$ cat src/eeprom_ctl_pkg.sv
// shared constants and types for the two-wire target sequencer
// Notes on behaviour
// reset brings control state and address tracking to a defined value with no pin of its own.
// after the init interval the sequencer sits idle waiting for a start.
// bus activity during the init interval is ignored; the controller waits it out.
// without a clean power-up the controller runs the phase-adjust sequence first.
// the controller moves data at least 0.3 us after each clock fall.
// pulses of 130 ns or less on data or clock are rejected.
// a write starts only after a whole byte of data and a stop right after its ack.
// a start while a command is received aborts it and restarts address reception.
// the controller runs the phase-adjust sequence before cancelling while data is held low.
// after a cancel the controller uses a random read, not a current-address read.
// phase adjust is start, nine clocks with data high, start, stop.
// the init interval is a parameterised count of clock cycles after reset.
package eeprom_ctl_pkg;
    localparam int CLK_PERIOD_NS = 25;
    localparam int GLITCH_NS = 130;
    // reject width rounds down to cycles that fit inside it, plus one to exceed it
    localparam int GLITCH_CYC = GLITCH_NS / CLK_PERIOD_NS + 1;
    localparam int INIT_CYC_DEFAULT = 8000;
    localparam logic [3:0] BIT_LAST = 4'h7;
    localparam logic [3:0] BIT_ACK = 4'h8;
    localparam logic [6:0] DEV_ADDR_DEFAULT = 7'h50;
    localparam logic [7:0] ADDR_RESET = 8'h00;

    typedef enum {
        ST_INIT, ST_IDLE, ST_DEVADDR, ST_WORDADDR, ST_DATA, ST_READ, ST_IGNORE
    } seq_state_t;

    typedef struct packed {
        logic start;
        logic stop;
        logic rise;
        logic fall;
    } bus_event_t;

    typedef struct packed {
        logic pulse;
        logic [7:0] addr;
        logic [7:0] data;
    } write_req_t;
endpackage

$ cat src/eeprom_seq.sv
// start/stop sequencer with power-on init, glitch filter and write trigger
module eeprom_seq
    import eeprom_ctl_pkg::*;
#(
    parameter int INIT_CYC = INIT_CYC_DEFAULT,
    parameter logic [6:0] DEV_ADDR = DEV_ADDR_DEFAULT // arbitrary value
) (
    input wire logic clk_in, // 40 MHz clock
    input wire logic rst_in, // async reset, stands in for power-on-clear
    input wire logic scl_in, // serial clock pin
    input wire logic sda_in, // serial data pin level
    output logic sda_oe_n_out, // low while pulling data low
    output logic ready_out, // init interval over
    output write_req_t wr_out, // write cycle trigger with address and data
    output logic busy_out // command in progress
);
    logic [2:0] scl_s, sda_s;
    logic scl_f, sda_f, next_scl_f, next_sda_f;
    logic [3:0] scl_cnt, sda_cnt, next_scl_cnt, next_sda_cnt;
    bus_event_t ev;

    // three-stage synchronisers; stage 1 only feeds stage 2
    always_ff @(posedge clk_in or posedge rst_in) begin
        if (rst_in) begin
            scl_s <= 3'h7;
            sda_s <= 3'h7;
        end else begin
            scl_s <= {scl_s[1:0], scl_in};
            sda_s <= {sda_s[1:0], sda_in};
        end
    end

    // a level must hold past the reject width before the filter follows
    always_comb begin
        next_scl_f = scl_f;
        next_sda_f = sda_f;
        next_scl_cnt = 4'h0;
        next_sda_cnt = 4'h0;
        if (scl_s[1] == scl_s[2] && scl_s[2] != scl_f) begin
            next_scl_cnt = scl_cnt + 4'h1;
            if (scl_cnt == 4'(GLITCH_CYC - 1))
                next_scl_f = scl_s[2];
        end
        if (sda_s[1] == sda_s[2] && sda_s[2] != sda_f) begin
            next_sda_cnt = sda_cnt + 4'h1;
            if (sda_cnt == 4'(GLITCH_CYC - 1))
                next_sda_f = sda_s[2];
        end
    end

    always_ff @(posedge clk_in or posedge rst_in) begin
        if (rst_in) begin
            scl_f <= 1'b1;
            sda_f <= 1'b1;
            scl_cnt <= 4'h0;
            sda_cnt <= 4'h0;
        end else begin
            scl_f <= next_scl_f;
            sda_f <= next_sda_f;
            scl_cnt <= next_scl_cnt;
            sda_cnt <= next_sda_cnt;
        end
    end

    logic scl_d, sda_d;
    always_ff @(posedge clk_in or posedge rst_in) begin
        if (rst_in) begin
            scl_d <= 1'b1;
            sda_d <= 1'b1;
        end else begin
            scl_d <= scl_f;
            sda_d <= sda_f;
        end
    end

    always_comb begin
        ev.start = scl_f && scl_d && sda_d && !sda_f;
        ev.stop = scl_f && scl_d && !sda_d && sda_f;
        ev.rise = scl_f && !scl_d;
        ev.fall = !scl_f && scl_d;
    end

    seq_state_t state, next_state;
    logic [$clog2(INIT_CYC+1)-1:0] init_cnt, next_init_cnt;
    logic [3:0] bitn, next_bitn;
    logic [7:0] shreg, next_shreg;
    logic [7:0] addr, next_addr;
    logic [7:0] wdata, next_wdata;
    logic acked, next_acked; // last event was the ack of a data byte
    logic have_data, next_have_data;
    logic rw, next_rw;
    logic drive, next_drive;
    logic bit_open, next_bit_open; // clock rose since the last fall or start
    logic next_ready, next_busy;
    write_req_t next_wr;

    always_comb begin
        next_state = state;
        next_init_cnt = init_cnt;
        next_bitn = bitn;
        next_shreg = shreg;
        next_addr = addr;
        next_wdata = wdata;
        next_acked = acked;
        next_have_data = have_data;
        next_rw = rw;
        next_drive = drive;
        next_bit_open = bit_open;
        next_wr = '0;
        next_wr.addr = addr;
        next_wr.data = wdata;
        if (state == ST_INIT) begin
            // bus events fall on deaf ears until the count runs out
            next_drive = 1'b0;
            if (init_cnt == '0)
                next_state = ST_IDLE;
            else
                next_init_cnt = init_cnt - 1'b1;
        end else if (ev.start) begin
            // abort whatever was under way and look for an address again
            next_state = ST_DEVADDR;
            next_bitn = 4'h0;
            next_drive = 1'b0;
            next_acked = 1'b0;
            next_have_data = 1'b0;
            next_bit_open = 1'b0;
        end else if (ev.stop) begin
            if (state == ST_DATA && acked && have_data)
                next_wr.pulse = 1'b1;
            next_state = ST_IDLE;
            next_drive = 1'b0;
            next_acked = 1'b0;
            next_have_data = 1'b0;
        end else if (ev.rise && state != ST_IDLE && state != ST_IGNORE) begin
            next_bit_open = 1'b1;
            if (bitn <= BIT_LAST)
                next_shreg = {shreg[6:0], sda_f};
        end else if (ev.fall && bit_open && state != ST_IDLE
            && state != ST_IGNORE) begin
            // the fall that closes a start carries no bit
            next_bit_open = 1'b0;
            next_acked = 1'b0;
            if (bitn == BIT_LAST) begin
                next_bitn = BIT_ACK;
                unique case (state)
                    ST_DEVADDR: begin
                        next_drive = shreg[7:1] == DEV_ADDR;
                        next_rw = shreg[0];
                        if (shreg[7:1] != DEV_ADDR)
                            next_state = ST_IGNORE;
                    end
                    ST_WORDADDR: begin
                        next_addr = shreg;
                        next_drive = 1'b1;
                    end
                    ST_DATA: begin
                        next_wdata = shreg;
                        next_drive = 1'b1;
                    end
                    default: next_drive = 1'b0;
                endcase
            end else if (bitn == BIT_ACK) begin
                next_bitn = 4'h0;
                next_drive = 1'b0;
                unique case (state)
                    ST_DEVADDR: next_state = rw ? ST_READ : ST_WORDADDR;
                    ST_WORDADDR: next_state = ST_DATA;
                    ST_DATA: begin
                        next_acked = 1'b1;
                        next_have_data = 1'b1;
                    end
                    default: next_state = state;
                endcase
            end else begin
                next_bitn = bitn + 4'h1;
            end
        end
        next_ready = next_state != ST_INIT;
        next_busy = next_state != ST_INIT && next_state != ST_IDLE;
    end

    // reset acts as power-on-clear for all tracking state
    always_ff @(posedge clk_in or posedge rst_in) begin
        if (rst_in) begin
            state <= ST_INIT;
            init_cnt <= ($clog2(INIT_CYC+1))'(INIT_CYC);
            bitn <= 4'h0;
            shreg <= 8'h00;
            addr <= ADDR_RESET;
            wdata <= 8'h00;
            acked <= 1'b0;
            have_data <= 1'b0;
            rw <= 1'b0;
            drive <= 1'b0;
            bit_open <= 1'b0;
            sda_oe_n_out <= 1'b1;
            ready_out <= 1'b0;
            busy_out <= 1'b0;
            wr_out <= '0;
        end else begin
            state <= next_state;
            init_cnt <= next_init_cnt;
            bitn <= next_bitn;
            shreg <= next_shreg;
            addr <= next_addr;
            wdata <= next_wdata;
            acked <= next_acked;
            have_data <= next_have_data;
            rw <= next_rw;
            drive <= next_drive;
            bit_open <= next_bit_open;
            // own flop so the pin never sees a gate after the register
            sda_oe_n_out <= ~next_drive;
            ready_out <= next_ready;
            busy_out <= next_busy;
            wr_out <= next_wr;
        end
    end
endmodule

$ cat config.mk
export PLATFORM = sky130hd
export DESIGN_NAME = eeprom_seq
export DESIGN_NICKNAME = d
export VERILOG_FILES = /design/src/eeprom_ctl_pkg.sv /design/src/eeprom_seq.sv
export SDC_FILE = /design/constraint.sdc
export NUM_CORES = 1
export LEC_CHECK = 0
export BUFFER_PORTS_ARGS = -buffer_cell sky130_fd_sc_hd__buf_2
export CORE_ASPECT_RATIO = 0.9
export CORE_UTILIZATION = 44
export DETAILED_ROUTE_END_ITERATION = 10
export PLACE_DENSITY = 0.64
export SLEW_MARGIN = 15
export SYNTH_ARGS = -nofsm -noshare
export SYNTH_HDL_FRONTEND = slang
export SYNTH_SLANG_ARGS = --single-unit
$ cat constraint.sdc
create_clock -name clk_in -period 4.4 [get_ports clk_in]
set_clock_uncertainty 0.05 [all_clocks]
set_input_delay 0.88 -clock clk_in [delete_from_list [all_inputs] [get_ports clk_in]]
set_output_delay 0.88 -clock clk_in [all_outputs]
set_load 0.05 [all_outputs]
Word-level counts from Yosys, hierarchy flattened
Index checks and enable logic that the tools add are counted.

word-level totals
  bits in registers = 116
  output and inout bits = 20
  logic and storage cells = 148

cells by class
  $add $sub $neg = 4
  order comparisons = 1
  equal/unequal tests = 21
  mux-type cells = 50
  bitwise operators = 6
  reductions and logical operators = 41

operators by type and width
  kind                                                  number
  2-to-1 mux 32 bit                                     10
  equality test 32 x 2 -> 1 bit, second input constant  2
  != test 32 x 2 -> 1 bit, second input constant        2
  one-hot mux 32 bit (2 select lines)                   1
  equality test 32 x 3 -> 1 bit, second input constant  1
  equality test 32 x 4 -> 1 bit, second input constant  1
  zero test 32 bit                                      1
  2-to-1 mux 4 bit                                      8
  != test 32 x 4 -> 1 bit, second input constant        1
  nonzero test 32 bit                                   1
  2-to-1 mux 1 bit                                      29
  AND reduction 7 bit                                   3
  logical AND 1 bit                                     17
  zero test 13 bit                                      1
  subtractor 13 x 1 -> 13 bit, second input constant    1
  adder 4 x 1 -> 4 bit, second input constant           3
  equality test 4 x 3 -> 1 bit, second input constant   3
  nonzero test 3 bit                                    4
  equality test 7 bit, second input constant            1
  != test 7 bit, second input constant                  1
  != test 3 bit, second input constant                  2
  NOT 1 bit                                             6
  AND reduction 2 bit                                   3
  AND reduction 3 bit                                   2
  other kinds (14)                                      19

Logic depth before layout (Yosys ltp)
  depth after elaboration = 12
  mapped depth = 8

Least setup slack after synthesis
No wires, ideal clock.

  path type = register to register
  start point = register state[30]
  end point = register addr[0]
  library setup time = 125 ps
  arrival = 1976 ps
  required time = 4225 ps
  path slack = 2249 ps
  cell stages (with the launch flop) = 7
  clock period less this slack = 2151 ps
  cell sequence = dfrtp_1 -> nor4_1 -> nand4_1 -> or2_1 -> buf_6 -> nor3_4 -> mux2_2

between the ends
  word-level cells in the longest chain between the ends = 5
  elaborated cells between the ends (all ways) = 11
  classes of those cells = eq/ne (3); bitwise (2); reduce/logical (6)

RTL lines
  item                               line                                  source
  start, declared                    eeprom_seq.sv:83                      seq_state_t state, next_state;
  start signal, assigned             eeprom_seq.sv:201                     state <= next_state;
  != test 32 x 2 -> 1 bit            eeprom_seq.sv:134, eeprom_seq.sv:138
  logical AND 1 bit (2 in series)    eeprom_seq.sv:134                     end else if (ev.rise && state != ST_IDLE && state != ST_IGNORE) begin
  NOT 1 bit (no line)                --
  AND reduction 7 bit (no line) (*)  --
  end signal, assigned               eeprom_seq.sv:205                     addr <= next_addr;
  end, declared                      eeprom_seq.sv:87                      logic [7:0] addr, next_addr;

Mark *: on every way between the ends. The rest lies on a longest branch, timed or not.
A chain may end at the register's enable or synchronous reset.

Worst setup path after layout
  start point = register state[9]
  end point = register wdata[1]

between the ends
  word-level cells in the longest chain between the ends = 5
  elaborated cells between the ends (all ways) = 11
  classes of those cells = eq/ne (3); bitwise (2); reduce/logical (6)

RTL lines
  item                               line                                  source
  != test 32 x 2 -> 1 bit            eeprom_seq.sv:134, eeprom_seq.sv:138
  logical AND 1 bit (2 in series)    eeprom_seq.sv:134
  NOT 1 bit (no line)                --
  AND reduction 7 bit (no line) (*)  --
  end signal, assigned               eeprom_seq.sv:206                     wdata <= next_wdata;
  end, declared                      eeprom_seq.sv:88                      logic [7:0] wdata, next_wdata;

Marks and branches as above.

==> summary.md <==
| Metric | Value |
|---|---|
| Rel. slew slack | 39.01% |
| Post-CTS Setup Bufs | 0 |
| RSZ-0062 raised after global routing | false |
| Register area share after synthesis | 62.92% |
| Switch share | 23.07% |
| CP Data Required Time | 4.63 ns |
| Hold Crit Class | reg -> reg |
| Setup CP Type | reg -> reg |
| Worst hold start | sda_s[0]$_DFF_PP1_ |
| WHS Endpoint | sda_s[1]$_DFF_PP1_ |
| Final non-filler cell total | 548 |
| Max stage delay cell, worst path | nor3_4 |
| Number of buffers created by CTS | 17 |
| Max VDD drop | 0.3091 mV |
| Inst Count DP | 516 |
| Dominant synthesized flop cell | dfrtp_1 |
| CP delay by family, top | simple AND/OR/NAND/NOR gates |
| Setup TNS | 0 ns |
| Area grow syn2layout | 17.93% |
| Worst slew pin tran | 0.9132 ns |
| Avg WL per Cell | 14.75 µm |
| Cells after synthesis | 370 |
| GRT Overall Usage | 17.24% |
| Reg2reg end | wdata[1]$_DFFE_PP0P_ |
| #FFs+latches synth | 116 |
| Grt ovf | 0 |
| Fmax | 359.3 MHz |
| Power Density | 455.1 nW/µm² |
| Gpl congestion | 0.8604 |
| Final worst slack | 1.617 ns |
| Yosys top cell area share | 53.31% |
| Yosys top cell by area | dfrtp_1 |
| Chip width | 110.3 µm |
| EDFF count, synth | 0 |
| Synth cell types | 53 |
| Max Cap Viol | 0 |
| DP Wirelength | 5168 µm |
| Initial antenna violation count | 0 |
| Final WL | 8084 µm |
| Outcome | completed |
| Setup Viol. Count Final | 0 |
| Htree depth | 4 |
| Initial DRC Count | 174 |
| Combinational fraction of design power | 4.7% |
| Clock buffer depth | 2 |
| Post-synthesis async set-or-reset flop share | 100.0% |
| Post_cts resized | 0 |
| Net switching power | 0.5755 mW |
| Commonest cells in the netlist | 99 x dfrtp_1, 30 x nor2b_1, 27 x nor2_1 |
| Area of the die | 10,980 µm² |
| Mapped cell area | 4647 µm² |
| First-pass GRT wire length | 14,410 µm |
| Clock-pin transition on the worst setup and hold timing paths | 0.05 ns |
| Initial Util | 45.35% |
| Placement Rows | 35 |
| Port Buffers | 23 |
| Clock sinks | 116 |
| Syn_area_per_cell | 12.56 µm² |
| Final period utilization | 63.26% |
| CORE AREA | 10,250 µm² |
| Most numerous cell in the Yosys netlist | dfrtp_1 |
| Internal power | 1.919 mW |
| Vias per cell | 5.259 |
| Worst R2R Setup Slack | 1.62 ns |
| Final Max Tran Viols | 0 |
| Clk pwr share | 51.3% |
| Fin nets | 418 |
| Vias in the first global route | 2,918 |
| Largest net degree at the start of global routing | 90 |
| Largest cells by area after synthesis | dfrtp_1 53%, dfstp_2 9.6%, mux2_2 5.8% |
| Syn Nets | 382 |
| Buf/Inv on CP | 0 |
| Vias | 2,882 |
| Fraction of layout cells with a size suffix above 1 | 25.06% |
| Clock root cell | clkbuf_16 |
| # hold bufs at CTS | 0 |
| Clock latency at the later pin of the worst-skew pair | 0.40 ns |
| Startpoint types | register |
| Critical R2R Launch | state[9]$_DFF_PP0_ |
| WHS | 0.3063 ns |
| Routed Antenna Nets | 0 |
| First-pass DRT Iterations | 5 |
| Crit path max fanout | 9 |
| Final core occ | 53.48% |
| R2r worst-path depth | 5 |
| Setup WS pre-CTS | 1.652 ns |
| Worst path cell trace | nor4_1 -> nand4_1 -> or2_1 -> nor3_4 -> mux2_2 |
| DRC | 0 |
| P_leak | 2.665 nW |
| Slowest stage delay, CP | 0.55 ns |
| Minimum clock period | 2.783 ns |
| Sequential Power Share | 44.0% |
| Die Y | 99.50 µm |
| # IOs | 24 |
| Critical Path AT | 3.02 ns |
| Hold Path Depth | 0 |
| Number of diodes | 0 |
| CTS tree | done |
| Synth Warn # | 0 |
| Crit. End Element | register |
| Fin. Hold Viols | 0 |
-- power by group through the flow --
stage / logic (mW) / clock network, mW / registers [mW]
floorplan: 0.0934 / 0 / 1.10
global placement: 0.115 / 0 / 1.11
detailed placement: 0.116 / 0 / 1.11
CTS: 0.116 / 1.31 / 1.10
global route: 0.136 / 1.36 / 1.10
finish: 0.118 / 1.28 / 1.10
-- sequential cells by signal, summed over array words and instances (netlist names), 3 cells and up --
register	flops
sda_cnt	4
scl_s	3
init_cnt	13
sda_s	3
shreg	8
state	32
addr	8
wr_out	17
scl_cnt	4
wdata	8
bitn	4
-- how the worst max path moves through the flow --
stage	to	from	cells past startpoint
2_1_floorplan	acked$_DFFE_PP0P_	rst_in	1
3_3_place_gp	state[5]$_DFF_PP0_	state[20]$_DFF_PP0_	5
3_5_place_dp	state[7]$_DFF_PP0_	state[20]$_DFF_PP0_	5
4_1_cts	state[7]$_DFF_PP0_	state[9]$_DFF_PP0_	5
5_1_grt	state[7]$_DFF_PP0_	state[10]$_DFF_PP0_	5
6_report	wdata[1]$_DFFE_PP0P_	state[9]$_DFF_PP0_	5
-- logic make-up after synthesis --
group / synth area share [%]
AOI/OAI and AO/OA: 6.543
xor gates and xnor gates: 3.016
adders and majority gates: 2.154
buffers and inverters: 2.019
DFF: 62.92
muxes: 6.274
and+or+nand+nor: 17.07
-- through the flow --
stage          area [µm²]  total power, mW
2_1_floorplan        4647            1.197
3_3_place_gp         4907            1.229
3_5_place_dp         4907            1.231
4_1_cts              5470            2.519
5_1_grt              5480            2.590
6_report             5480            2.494
-- layout by cell type (no fill, tap or decap), types with 3 or more instances in the layout --
| cell type | Yosys | routed |
|---|---|---|
| xnor2_1 | 14 | 14 |
| nand3_1 | 14 | 14 |
| clkinvlp_4 | 0 | 4 |
| buf_4 | 0 | 3 |
| nand4b_1 | 3 | 3 |
| o311ai_0 | 3 | 3 |
| nand3b_1 | 5 | 5 |
| clkbuf_16 | 0 | 17 |
| nor3_1 | 11 | 11 |
| dfstp_2 | 17 | 17 |
| buf_2 | 3 | 23 |
| inv_1 | 13 | 12 |
| nand2b_1 | 3 | 3 |
| mux2_2 | 24 | 24 |
| nor2b_1 | 30 | 30 |
| ha_1 | 8 | 8 |
| or3_1 | 6 | 6 |
| a22o_1 | 3 | 3 |
| nand4_1 | 5 | 5 |
| nor4_1 | 7 | 7 |
| a21oi_1 | 13 | 12 |
| clkinv_2 | 0 | 4 |
| dfrtp_1 | 99 | 99 |
| nor2_1 | 27 | 27 |
| o21ai_0 | 4 | 4 |
| nand2_1 | 15 | 15 |
-- worst reg2reg max path: cells and delay by family (launching register included) --
family	cells	cell delay [ns]
AND/OR/NAND/NOR	4	1.84
multiplexers	1	0.40
flip-flops	1	0.37
-- layout make-up --
cell class	count	area, µm²
fillers	873	4767
flip-flops and latches	116	2924
multi-input cells	232	1640
clock buffers	20	456.7
well taps	129	161.4
repair buffers	26	137.6
clock inverters	12	106.4
inverters	13	53.80
-- layer usage --
layer / track usage [%] / up-vias / share of wire, %
met4: 5.870 / 0 / 1.1
met3: 5.570 / 10 / 4.9
met2: 23.65 / 64 / 45
li1: - / 1377 / -
met5: 0 / - / 0
met1: 25.66 / 1431 / 49
No activity file was read; power rests on OpenSTA's default activity.
